`src/hw/tcm_pkg.sv`:
```
// Package with register map, field positions, reset values and modes of the capture timer
// ----------------------------------------------------------------------------
// ----------------------------------------------------------------------------
package tcm_pkg;

  // Register indices on the plain register port
  localparam logic [3:0] ADDR_RUN_CTRL   = 4'h0;
  localparam logic [3:0] ADDR_EDGE_CFG   = 4'h1;
  localparam logic [3:0] ADDR_OUT_CTRL   = 4'h2;
  localparam logic [3:0] ADDR_OPTION0    = 4'h3;
  localparam logic [3:0] ADDR_FLAG_CLR   = 4'h4;
  localparam logic [3:0] ADDR_COUNTER    = 4'h5;
  localparam logic [3:0] ADDR_CAPTURE0   = 4'h6;
  localparam logic [3:0] ADDR_CAPTURE1   = 4'h7;

  // Field positions
  localparam int RUN_BIT_POS      = 7;
  localparam int EXT_CLK_POS      = 3;
  localparam int MODE_LSB         = 0;
  localparam int EDGE0_LSB        = 0;
  localparam int EDGE1_LSB        = 2;
  localparam int CAP_SEL1_POS     = 5;
  localparam int CAP_SEL0_POS     = 4;
  localparam int WRAP_FLAG_POS    = 0;

  // Reset values
  localparam logic [7:0]  RUN_CTRL_RST  = 8'h00;
  localparam logic [7:0]  EDGE_CFG_RST  = 8'h00;
  localparam logic [7:0]  OUT_CTRL_RST  = 8'h00;
  localparam logic [15:0] COUNT_RST     = 16'h0000;
  localparam logic [15:0] COUNT_MAX     = 16'hFFFF;

  // Operating modes held in the three-bit mode field
  localparam logic [2:0] MODE_FREE_RUN  = 3'h5;
  localparam logic [2:0] MODE_WIDTH     = 3'h6;

  // Edge selections
  localparam logic [1:0] EDGE_NONE      = 2'h0;
  localparam logic [1:0] EDGE_RISE      = 2'h1;
  localparam logic [1:0] EDGE_FALL      = 2'h2;
  localparam logic [1:0] EDGE_BOTH      = 2'h3;

  // Counter behaviour derived from the mode field
  typedef enum logic [2:0] {
    TCM_IDLE   = 3'b001,
    TCM_FREE   = 3'b010,
    TCM_WIDTH  = 3'b100
  } tcm_op_type;

endpackage
```
`src/hw/tcm_capture_timer.sv`:
```
// Capture and wrap logic of a 16-bit timer with two capture trigger inputs
`timescale 1ns/1ns

module tcm_capture_timer
  import tcm_pkg::*;
#(
  parameter int CNT_WIDTH = 16
) (
  // Clock and reset
  input  wire logic                 core_clk,
  input  wire logic                 rstn,
  // Count clock enable from the prescaler
  input  wire logic                 countTick,
  // Capture trigger pins, already filtered
  input  wire logic                 triggerInZero,
  input  wire logic                 triggerInOne,
  // Register port
  input  wire logic [3:0]           regAddr,
  input  wire logic [15:0]          regWrData,
  input  wire logic                 regWrStb,
  input  wire logic                 regRdStb,
  output logic      [15:0]          regRdData,
  // Interrupt requests, one-cycle pulses
  output logic      [1:0]           captureIrq,
  output logic                      wrapIrq,
  // Output control setting, forced to zero in width mode
  output logic      [7:0]           outputControl
);

  // ----------------------------------------------------------------------------
  // Registers
  // ----------------------------------------------------------------------------
  logic [7:0]           runControl_reg;
  logic [7:0]           edgeConfig_reg;
  logic [7:0]           outputControl_reg;
  logic [1:0]           captureSelect_reg;
  logic                 wrapFlag_reg;
  logic [CNT_WIDTH-1:0] counter_reg;
  logic [CNT_WIDTH-1:0] counter_next;
  logic [CNT_WIDTH-1:0] capture_reg [2];
  logic [1:0]           trigPrev_reg;
  logic [1:0]           captureIrq_reg;
  logic                 wrapIrq_reg;
  logic [15:0]          rdData_reg;

  // ----------------------------------------------------------------------------
  // Decode of control fields
  // ----------------------------------------------------------------------------
  logic       countRun;
  logic       extClock;
  logic [2:0] opSelect;
  tcm_op_type opState;
  logic [1:0] trigNow;
  logic [1:0] validEdge;
  logic [1:0] captureEn;
  logic       anyCapture;
  logic       countStep;
  logic       wrapEvent;
  logic       wrOption;
  logic       wrFlagClr;

  assign countRun = runControl_reg[RUN_BIT_POS];
  assign extClock = runControl_reg[EXT_CLK_POS];
  assign opSelect = runControl_reg[MODE_LSB +: 3];
  assign trigNow  = {triggerInOne, triggerInZero};

  // Mode field to counter behaviour
  always_comb begin
    case (opSelect)
      MODE_WIDTH:    opState = TCM_WIDTH;
      MODE_FREE_RUN: opState = TCM_FREE;
      default:       opState = TCM_IDLE;
    endcase
  end

  // Output control is passed on but gated off while measuring width
  assign outputControl = (opState == TCM_WIDTH) ? 8'h00 : outputControl_reg;

  // ----------------------------------------------------------------------------
  // Edge detection, one generate branch per trigger input
  // ----------------------------------------------------------------------------
  genvar gi;
  generate
    for (gi = 0; gi < 2; gi++) begin : gEdge
      logic [1:0] sel;
      logic       rise;
      logic       fall;
      assign sel  = edgeConfig_reg[(gi*2) +: 2];
      assign rise = trigNow[gi] & ~trigPrev_reg[gi];
      assign fall = ~trigNow[gi] & trigPrev_reg[gi];
      // A pin set to no edge never captures; software parks the unused one there
      assign validEdge[gi] = ((sel == EDGE_RISE) & rise) |
                             ((sel == EDGE_FALL) & fall) |
                             ((sel == EDGE_BOTH) & (rise | fall));
      // Width mode captures on either input; free-run only where selected as capture
      assign captureEn[gi] = countRun & validEdge[gi] &
                             ((opState == TCM_WIDTH) |
                              ((opState == TCM_FREE) & captureSelect_reg[gi]));
    end
  endgenerate

  assign anyCapture = |captureEn;

  // External count clock takes rising edges of input 0 in place of the prescaler tick
  assign countStep = countRun &
                     (extClock ? (triggerInZero & ~trigPrev_reg[0]) : countTick);
  // The tick after FFFF is the wrap; a width-mode capture in the same cycle clears instead
  assign wrapEvent = countStep & (counter_reg == COUNT_MAX[CNT_WIDTH-1:0]) &
                     ~((opState == TCM_WIDTH) & anyCapture);

  // Trigger pin history for edge detection
  always_ff @(posedge core_clk or negedge rstn) begin
    if (!rstn) begin
      trigPrev_reg <= 2'h0;
    end else begin
      trigPrev_reg <= trigNow;
    end
  end

  // ----------------------------------------------------------------------------
  // Counter
  // ----------------------------------------------------------------------------
  always_comb begin
    counter_next = counter_reg;
    if (!countRun) begin
      counter_next = COUNT_RST[CNT_WIDTH-1:0];
    end else if ((opState == TCM_WIDTH) && anyCapture) begin
      counter_next = COUNT_RST[CNT_WIDTH-1:0];
    end else if (countStep) begin
      // Natural roll-over gives 0000 after FFFF in every mode
      counter_next = counter_reg + CNT_WIDTH'(1);
    end
  end

  always_ff @(posedge core_clk or negedge rstn) begin
    if (!rstn) begin
      counter_reg <= COUNT_RST[CNT_WIDTH-1:0];
    end else begin
      counter_reg <= counter_next;
    end
  end

  // ----------------------------------------------------------------------------
  // Capture registers, loaded by hardware or by software writes
  // ----------------------------------------------------------------------------
  generate
    for (gi = 0; gi < 2; gi++) begin : gCap
      logic [3:0] myAddr;
      assign myAddr = (gi == 0) ? ADDR_CAPTURE0 : ADDR_CAPTURE1;
      always_ff @(posedge core_clk or negedge rstn) begin
        if (!rstn) begin
          capture_reg[gi] <= COUNT_RST[CNT_WIDTH-1:0];
        end else if (captureEn[gi]) begin
          // Hardware capture wins over a software write in the same cycle
          capture_reg[gi] <= counter_reg;
        end else if (regWrStb && (regAddr == myAddr)) begin
          capture_reg[gi] <= regWrData[CNT_WIDTH-1:0];
        end
      end
    end
  endgenerate

  // ----------------------------------------------------------------------------
  // Interrupt request pulses
  // ----------------------------------------------------------------------------
  always_ff @(posedge core_clk or negedge rstn) begin
    if (!rstn) begin
      captureIrq_reg <= 2'h0;
      wrapIrq_reg    <= 1'b0;
    end else begin
      captureIrq_reg <= captureEn;
      wrapIrq_reg    <= wrapEvent;
    end
  end

  assign captureIrq = captureIrq_reg;
  assign wrapIrq    = wrapIrq_reg;

  // ----------------------------------------------------------------------------
  // Control register writes
  // ----------------------------------------------------------------------------
  assign wrOption  = regWrStb & (regAddr == ADDR_OPTION0);
  assign wrFlagClr = regWrStb & (regAddr == ADDR_FLAG_CLR) & regWrData[WRAP_FLAG_POS];

  always_ff @(posedge core_clk or negedge rstn) begin
    if (!rstn) begin
      runControl_reg    <= RUN_CTRL_RST;
      edgeConfig_reg    <= EDGE_CFG_RST;
      outputControl_reg <= OUT_CTRL_RST;
      captureSelect_reg <= 2'h0;
    end else if (regWrStb) begin
      case (regAddr)
        ADDR_RUN_CTRL: runControl_reg    <= regWrData[7:0];
        ADDR_EDGE_CFG: edgeConfig_reg    <= regWrData[7:0];
        ADDR_OUT_CTRL: outputControl_reg <= regWrData[7:0];
        ADDR_OPTION0:  captureSelect_reg <= {regWrData[CAP_SEL1_POS], regWrData[CAP_SEL0_POS]};
        default:       ;
      endcase
    end
  end

  // Sticky wrap flag: one bit only, so repeated wraps collapse into one
  always_ff @(posedge core_clk or negedge rstn) begin
    if (!rstn) begin
      wrapFlag_reg <= 1'b0;
    end else if (wrapEvent) begin
      // Set has priority so a clear racing a wrap cannot lose it
      wrapFlag_reg <= 1'b1;
    end else if (wrFlagClr || (wrOption && !regWrData[WRAP_FLAG_POS])) begin
      wrapFlag_reg <= 1'b0;
    end
  end

  // ----------------------------------------------------------------------------
  // Read port, data valid the cycle after the strobe
  // ----------------------------------------------------------------------------
  always_ff @(posedge core_clk or negedge rstn) begin
    if (!rstn) begin
      rdData_reg <= 16'h0000;
    end else if (regRdStb) begin
      case (regAddr)
        ADDR_RUN_CTRL: rdData_reg <= {8'h00, runControl_reg};
        ADDR_EDGE_CFG: rdData_reg <= {8'h00, edgeConfig_reg};
        ADDR_OUT_CTRL: rdData_reg <= {8'h00, outputControl_reg};
        ADDR_OPTION0:  rdData_reg <= {10'h000, captureSelect_reg, 3'h0, wrapFlag_reg};
        ADDR_COUNTER:  rdData_reg <= counter_reg;
        ADDR_CAPTURE0: rdData_reg <= capture_reg[0];
        ADDR_CAPTURE1: rdData_reg <= capture_reg[1];
        default:       rdData_reg <= 16'h0000;
      endcase
    end else begin
      rdData_reg <= 16'h0000;
    end
  end

  assign regRdData = rdData_reg;

endmodule

```
`config.mk`:
```
export PLATFORM = sky130hd
export DESIGN_NAME = tcm_capture_timer
export DESIGN_NICKNAME = d
export VERILOG_FILES = /design/src/hw/tcm_pkg.sv /design/src/hw/tcm_capture_timer.sv
export SDC_FILE = /design/constraint.sdc
export NUM_CORES = 1
export LEC_CHECK = 0
export BUFFER_PORTS_ARGS = -buffer_cell sky130_fd_sc_hd__buf_4
export CAP_MARGIN = 20
export CORE_UTILIZATION = 46
export CTS_BUF_LIST = sky130_fd_sc_hd__clkbuf_2
export DETAILED_ROUTE_END_ITERATION = 8
export PLACE_DENSITY = 0.74
export SLEW_MARGIN = 20
export SYNTH_ARGS = -nofsm -noshare
export SYNTH_HDL_FRONTEND = slang
export SYNTH_SLANG_ARGS = --single-unit
```
`constraint.sdc`:
```
create_clock -name core_clk -period 1.8 [get_ports core_clk]
set_input_delay 0.09 -clock core_clk [delete_from_list [all_inputs] [get_ports core_clk]]
set_output_delay 0.09 -clock core_clk [all_outputs]
set_load 0.005 [all_outputs]
```
Yosys cells after proc, flatten, opt, wreduce, memory -nomap -nowiden
Cells that the tools add are included.
Widths: inputs -> output; s select.
{"block": "totals", "regBits": 96, "output_inout_bits": 27, "word_cells": 97}
{"block": "op_classes", "add_sub_neg": 1, "eq_ne": 19, "n_mux": 14, "bitwise_logic": 36, "n_reduce_logical": 15}
{"op": "$mux 16", "n": 8}
{"op": "$pmux 16 s7", "n": 1}
{"op": "$and 1x1->1", "n": 23}
{"op": "$add 16x1->16 const B", "n": 1}
{"op": "$eq 16x16->1 const B", "n": 1}
{"op": "$eq 4x3->1 const B", "n": 4}
{"op": "$eq 3x3->1 const B", "n": 3}
{"op": "$eq 2x2->1 const B", "n": 4}
{"op": "$eq 4x2->1 const B", "n": 2}
{"op": "$mux 8", "n": 1}
{"op": "$or 1x1->1", "n": 8}
{"op": "$reduce_and 2->1", "n": 4}
{"op": "$pmux 3 s2", "n": 1}
{"op": "$reduce_bool 2->1", "n": 3}
{"op": "$not 1->1", "n": 5}
{"op": "$eq 2x1->1 const B", "n": 2}
{"op": "$eq 4x1->1 const B", "n": 1}
{"op": "$logic_and 1x1->1", "n": 4}
{"op": "$logic_not 4->1", "n": 1}
{"op": "$eq 3x2->1 const B", "n": 1}
{"op": "$mux 1", "n": 3}
{"op": "$ne 3x1->1 const B", "n": 1}
{"op": "$reduce_or 2->1", "n": 1}
{"op": "$logic_not 1->1", "n": 1}
{"op": "$logic_or 1x1->1", "n": 1}

Depth between registers and ports, before layout
{"block": "depth", "word_depth": 12, "ltp_mapped": 8, "mapped_depth_nobuf": 6}

Worst setup path before layout
No wires, ideal clock.
{"block": "synth_timing", "path_kind": "flip-flop to flip-flop", "startpoint": "register trigPrev_reg[1]", "endpoint": "register capture_reg[11] (netlist bit)", "setup_time_ps": 125, "arrival_ps": 1771, "slack_ps": -95, "path_stages_with_launch": 8, "period_less_slack_ps": 1895, "path_cell_list": "dfrtp_1 -> ha_1 -> or2_2 -> a31oi_1 -> a211o_1 -> buf_4 -> buf_6 -> mux2_2"}
{"block": "synth_via", "elab_chain_cells": 8}
{"item": "start, declared", "line": "tcm_capture_timer.sv:41", "rtl": "logic [1:0] trigPrev_reg;"}
{"item": "start signal, assigned", "line": "tcm_capture_timer.sv:116", "rtl": "trigPrev_reg <= trigNow;"}
{"item": "$not 1->1", "line": "tcm_capture_timer.sv:89", "rtl": "assign rise = trigNow[gi] & ~trigPrev_reg[gi];"}
{"item": "$and 1x1->1", "line": "tcm_capture_timer.sv:89"}
{"item": "$and 1x1->1 or $or 1x1->1 (tied branches)", "line": "tcm_capture_timer.sv:92, tcm_capture_timer.sv:94"}
{"item": "$or 1x1->1 or $and 1x1->1 (tied branches)", "line": "tcm_capture_timer.sv:92, tcm_capture_timer.sv:94"}
{"item": "$or 1x1->1 *", "line": "tcm_capture_timer.sv:93", "rtl": "((sel == EDGE_FALL) & fall) |"}
{"item": "$and 1x1->1 * (2 in series)", "line": "tcm_capture_timer.sv:96", "rtl": "assign captureEn[gi] = countRun & validEdge[gi] &"}
{"item": "$mux 16 or $reduce_bool 2->1 (tied branches)"}
{"item": "end signal, assigned by index", "line": "tcm_capture_timer.sv:152", "rtl": "capture_reg[gi] <= COUNT_RST[CNT_WIDTH-1:0];"}
{"item": "end signal, assigned by index", "line": "tcm_capture_timer.sv:155", "rtl": "capture_reg[gi] <= counter_reg;"}
{"item": "end signal, assigned by index", "line": "tcm_capture_timer.sv:157", "rtl": "capture_reg[gi] <= regWrData[CNT_WIDTH-1:0];"}
{"item": "end, declared", "line": "tcm_capture_timer.sv:40", "rtl": "logic [CNT_WIDTH-1:0] capture_reg [2];"}
Mark *: on every way between the ends. The rest lies on a longest branch, timed or not.
A chain may end at the register's enable or synchronous reset.

Final worst setup path
{"block": "layout_timing", "startpoint": "register runControl_reg[0]", "endpoint": "output port outputControl[7]"}
{"block": "layout_via", "elab_chain_cells": 4}
{"item": "start, declared", "line": "tcm_capture_timer.sv:33", "rtl": "logic [7:0] runControl_reg;"}
{"item": "start signal, assigned", "line": "tcm_capture_timer.sv:193", "rtl": "ADDR_RUN_CTRL: runControl_reg <= regWrData[7:0];"}
{"item": "$eq 3x3->1", "line": "tcm_capture_timer.sv:69", "rtl": "case (opSelect)"}
{"item": "$pmux 3 s2 *", "line": "tcm_capture_timer.sv:69"}
{"item": "$eq 3x3->1 *", "line": "tcm_capture_timer.sv:77", "rtl": "assign outputControl = (opState == TCM_WIDTH) ? 8'h00 : outputControl_reg;"}
{"item": "$mux 8 *", "line": "tcm_capture_timer.sv:77"}
{"item": "end, declared", "line": "tcm_capture_timer.sv:27", "rtl": "output logic [7:0] outputControl"}
Marks and branches as above.

==> results.tsv <==
metric	value	unit
gp_congestion	0.869	
largest_register_ff_count	32	
fin_ws	29.7	ps
syn_avg_cell_area	11.7	sq um
via_per_inst	5.64	
p_leak	2.95	nW
fin_nets	570	
wirelength	12700	um
antenna_found_initial	0	
skew	34.2	ps
relSlewSlack	0.687	
synthDistinctLibCells	53	
slew_viol_final	0	
cts_tree	yes	
cts_buffers	9	
ys_seq_area_frac	0.473	
first_iter_violations	236	
switching_share	0.301	
power.density	890	nW/um^2
synth-seq-cells	96	
synth_most_common_cell	dfrtp_1	
synth_top_area_frac	0.473	
worstPathArrival	1680	ps
grt_max_degree	36	
hold_viol	0	
startpoint_type	register	
tightestPinTransition	469	ps
pwr-share-seq	0.508	
diodes	0	
whs_path_depth	2	
drv_cap	0	
yosys.area.top_type	dfrtp_1	
die_x	107	um
synth_top_cells_by_count	96 x dfrtp_1, 75 x mux2_2, 27 x nor2_1	
first_global_vias	3967	
intPower	0.00398	W
finalPower	0.00570	W
finalCriticalPeriod	1770	ps
cp_data_required_time	1710	ps
start_util	0.471	
dpl-instance-area	5810	sq um
rsz0062_at_grt	true	
fill_cells	832	
critPathCaptureType	primary output	
rr_worst_depth	7	
htreeDepth	3	
clk_path_buf_depth	2	
core-area	10800	sq um
drc	0	
final_cell_area	6400	sq um
syn_inst	434	
gr-usage-all-layers	0.233	
clk-insertion-delay-late	600	ps
min_period_over_period	0.983	
ys.flop_type	dfrtp_1	
hold_class	in -> reg	
synthAdderAreaFrac	0.0123	
clkPwrFrac	0.188	
synth_xor_area_frac	0.0155	
vias	3854	
ys_async_sr_fraction	1.00	
antenna_left	0	
num_rows	38	
hpwl	8600	um
cts.sinks	96	
pin_count	54	
dpl_worst_slack	-43.1	ps
critPathMaxFanout	9	
yosys-top-cells-area	dfrtp_1 47%, mux2_2 17%, mux2_4 4.1%	
clkTransAtPathRegs	230	ps
synth-simple-area-share	0.130	
area_growth	25.9	%
drtPass1Iterations	5	
p_comb_frac	0.304	
syn_area	5080	sq um
critPathKind	reg -> out	
synth.mux.area_fraction	0.251	
drive_gt1_frac	0.394	
grt_first_pass_wirelength	20200	um
fmax	565	MHz
status	finished, final reports clean	
ir_worst_vdd	378	uV
power_switching	0.00171	W
port-buffer-count	53	
grt-ovfl-total	0	
wl_per_cell	18.6	um
yosysWarnings	0	
synth_fp_nets	466	
finalSetupViolations	0	
synth_top_family_by_area	multiplexers	
dieArea	11500	sq um
synth-compound-area-share	0.0781	
synth_edf_count	0	
cts-root-buf	clkbuf_2	
die_h	107	um
-- cell families after synthesis --
kind of cell               after synthesis
xor gates and xnor gates                 9
muxes                                  110
AOI/OAI and AO/OA                       58
and+or+nand+nor                        119
DFF                                     96
adders and majority gates                5
buffers and inverters                   37
-- routing by layer --
layer | global-route usage | part of all wire | vias to the layer above
li1 | - | - | 1784
met1 | 0.302 | 0.44 | 1937
met2 | 0.389 | 0.49 | 113
met3 | 0.0377 | 0.047 | 20
met4 | 0.0920 | 0.023 | 0
met5 | 0 | 0 | -
-- path summary, 6_finish.rpt --
path	from	to	slack (ps)
min in group asynchronous	rstn	capture_reg[9]	550
hold / removal	triggerInOne	trigPrev_reg[1]	160
max in group asynchronous	rstn	counter_reg[0]	990
setup / recovery	runControl_reg[0]	outputControl[7]	30
hold reg to reg	edgeConfig_reg[4]	regRdData[4]	540
setup reg to reg	trigPrev_reg[0]	capture_reg[28]	30
-- cells in the final DEF, fill, tap and decap left out, types with 3 or more instances in the layout --
cell type | Yosys | layout
or3_1 | 7 | 7
nand2b_1 | 4 | 4
mux2i_1 | 20 | 20
and2_1 | 10 | 8
nand2_1 | 24 | 23
clkbuf_2 | 0 | 10
inv_1 | 12 | 12
dfrtp_1 | 96 | 95
nor4_1 | 3 | 3
a211oi_1 | 3 | 3
nand3_1 | 10 | 10
nor2_1 | 27 | 27
buf_6 | 5 | 4
mux2_4 | 14 | 23
buf_4 | 3 | 79
nor2b_1 | 5 | 5
xor2_1 | 3 | 3
a22oi_1 | 11 | 11
dlygate4sd3_1 | 0 | 27
nor3_1 | 3 | 3
nand4_1 | 5 | 5
ha_1 | 5 | 3
xnor2_1 | 6 | 6
buf_12 | 0 | 6
a21oi_1 | 13 | 13
o21ai_0 | 10 | 10
mux2_2 | 75 | 66
-- cell type report --
cell class,count,area (sq um),share of cell area
tap,140,175,0.0274
inverter,12,45.0,0.00704
clock buffer,10,50.0,0.00782
timing repair buffer,118,1080,0.169
sequential,96,2400,0.376
clock inverter,6,66.3,0.0104
multi-input combinational,301,2570,0.403
-- what timing repair did --
item	4_1_cts	5_1_grt
gates resized for setup	8	18
cloned	1	1
hold buffers	28	0
pin swaps	1	3
setup endpoints to repair	21	39
buffers inserted	2	2
endpoints found under the hold margin	165	0
-- worst max-delay path, stage by stage (launching register included) --
cell and delay, ps:
dfrtp_1 450, nand3b_1 190, buf_6 170, and2_1 160, buf_4 130
-- power by group through the flow --
stage               registers [W]  clock network (W)  logic [W]
floorplan                 0.00282                  0    0.00108
finish                    0.00289            0.00107    0.00173
detailed placement        0.00292                  0    0.00155
global placement          0.00289                  0    0.00149
global route              0.00294            0.00117    0.00188
CTS                       0.00288            0.00109    0.00164
-- stage by stage --
stage                     hold WS (ps)   util  setup TNS, ps  std cells
after floorplan                   -206      -              0        434
after global placement            62.1  0.538              0        633
after detailed placement          63.8  0.538           -208        633
after CTS                          137  0.583          -23.0        680
after global routing               133  0.593           -558        683
final                              163  0.593              0        683
(Power assumes the default switching activity.)
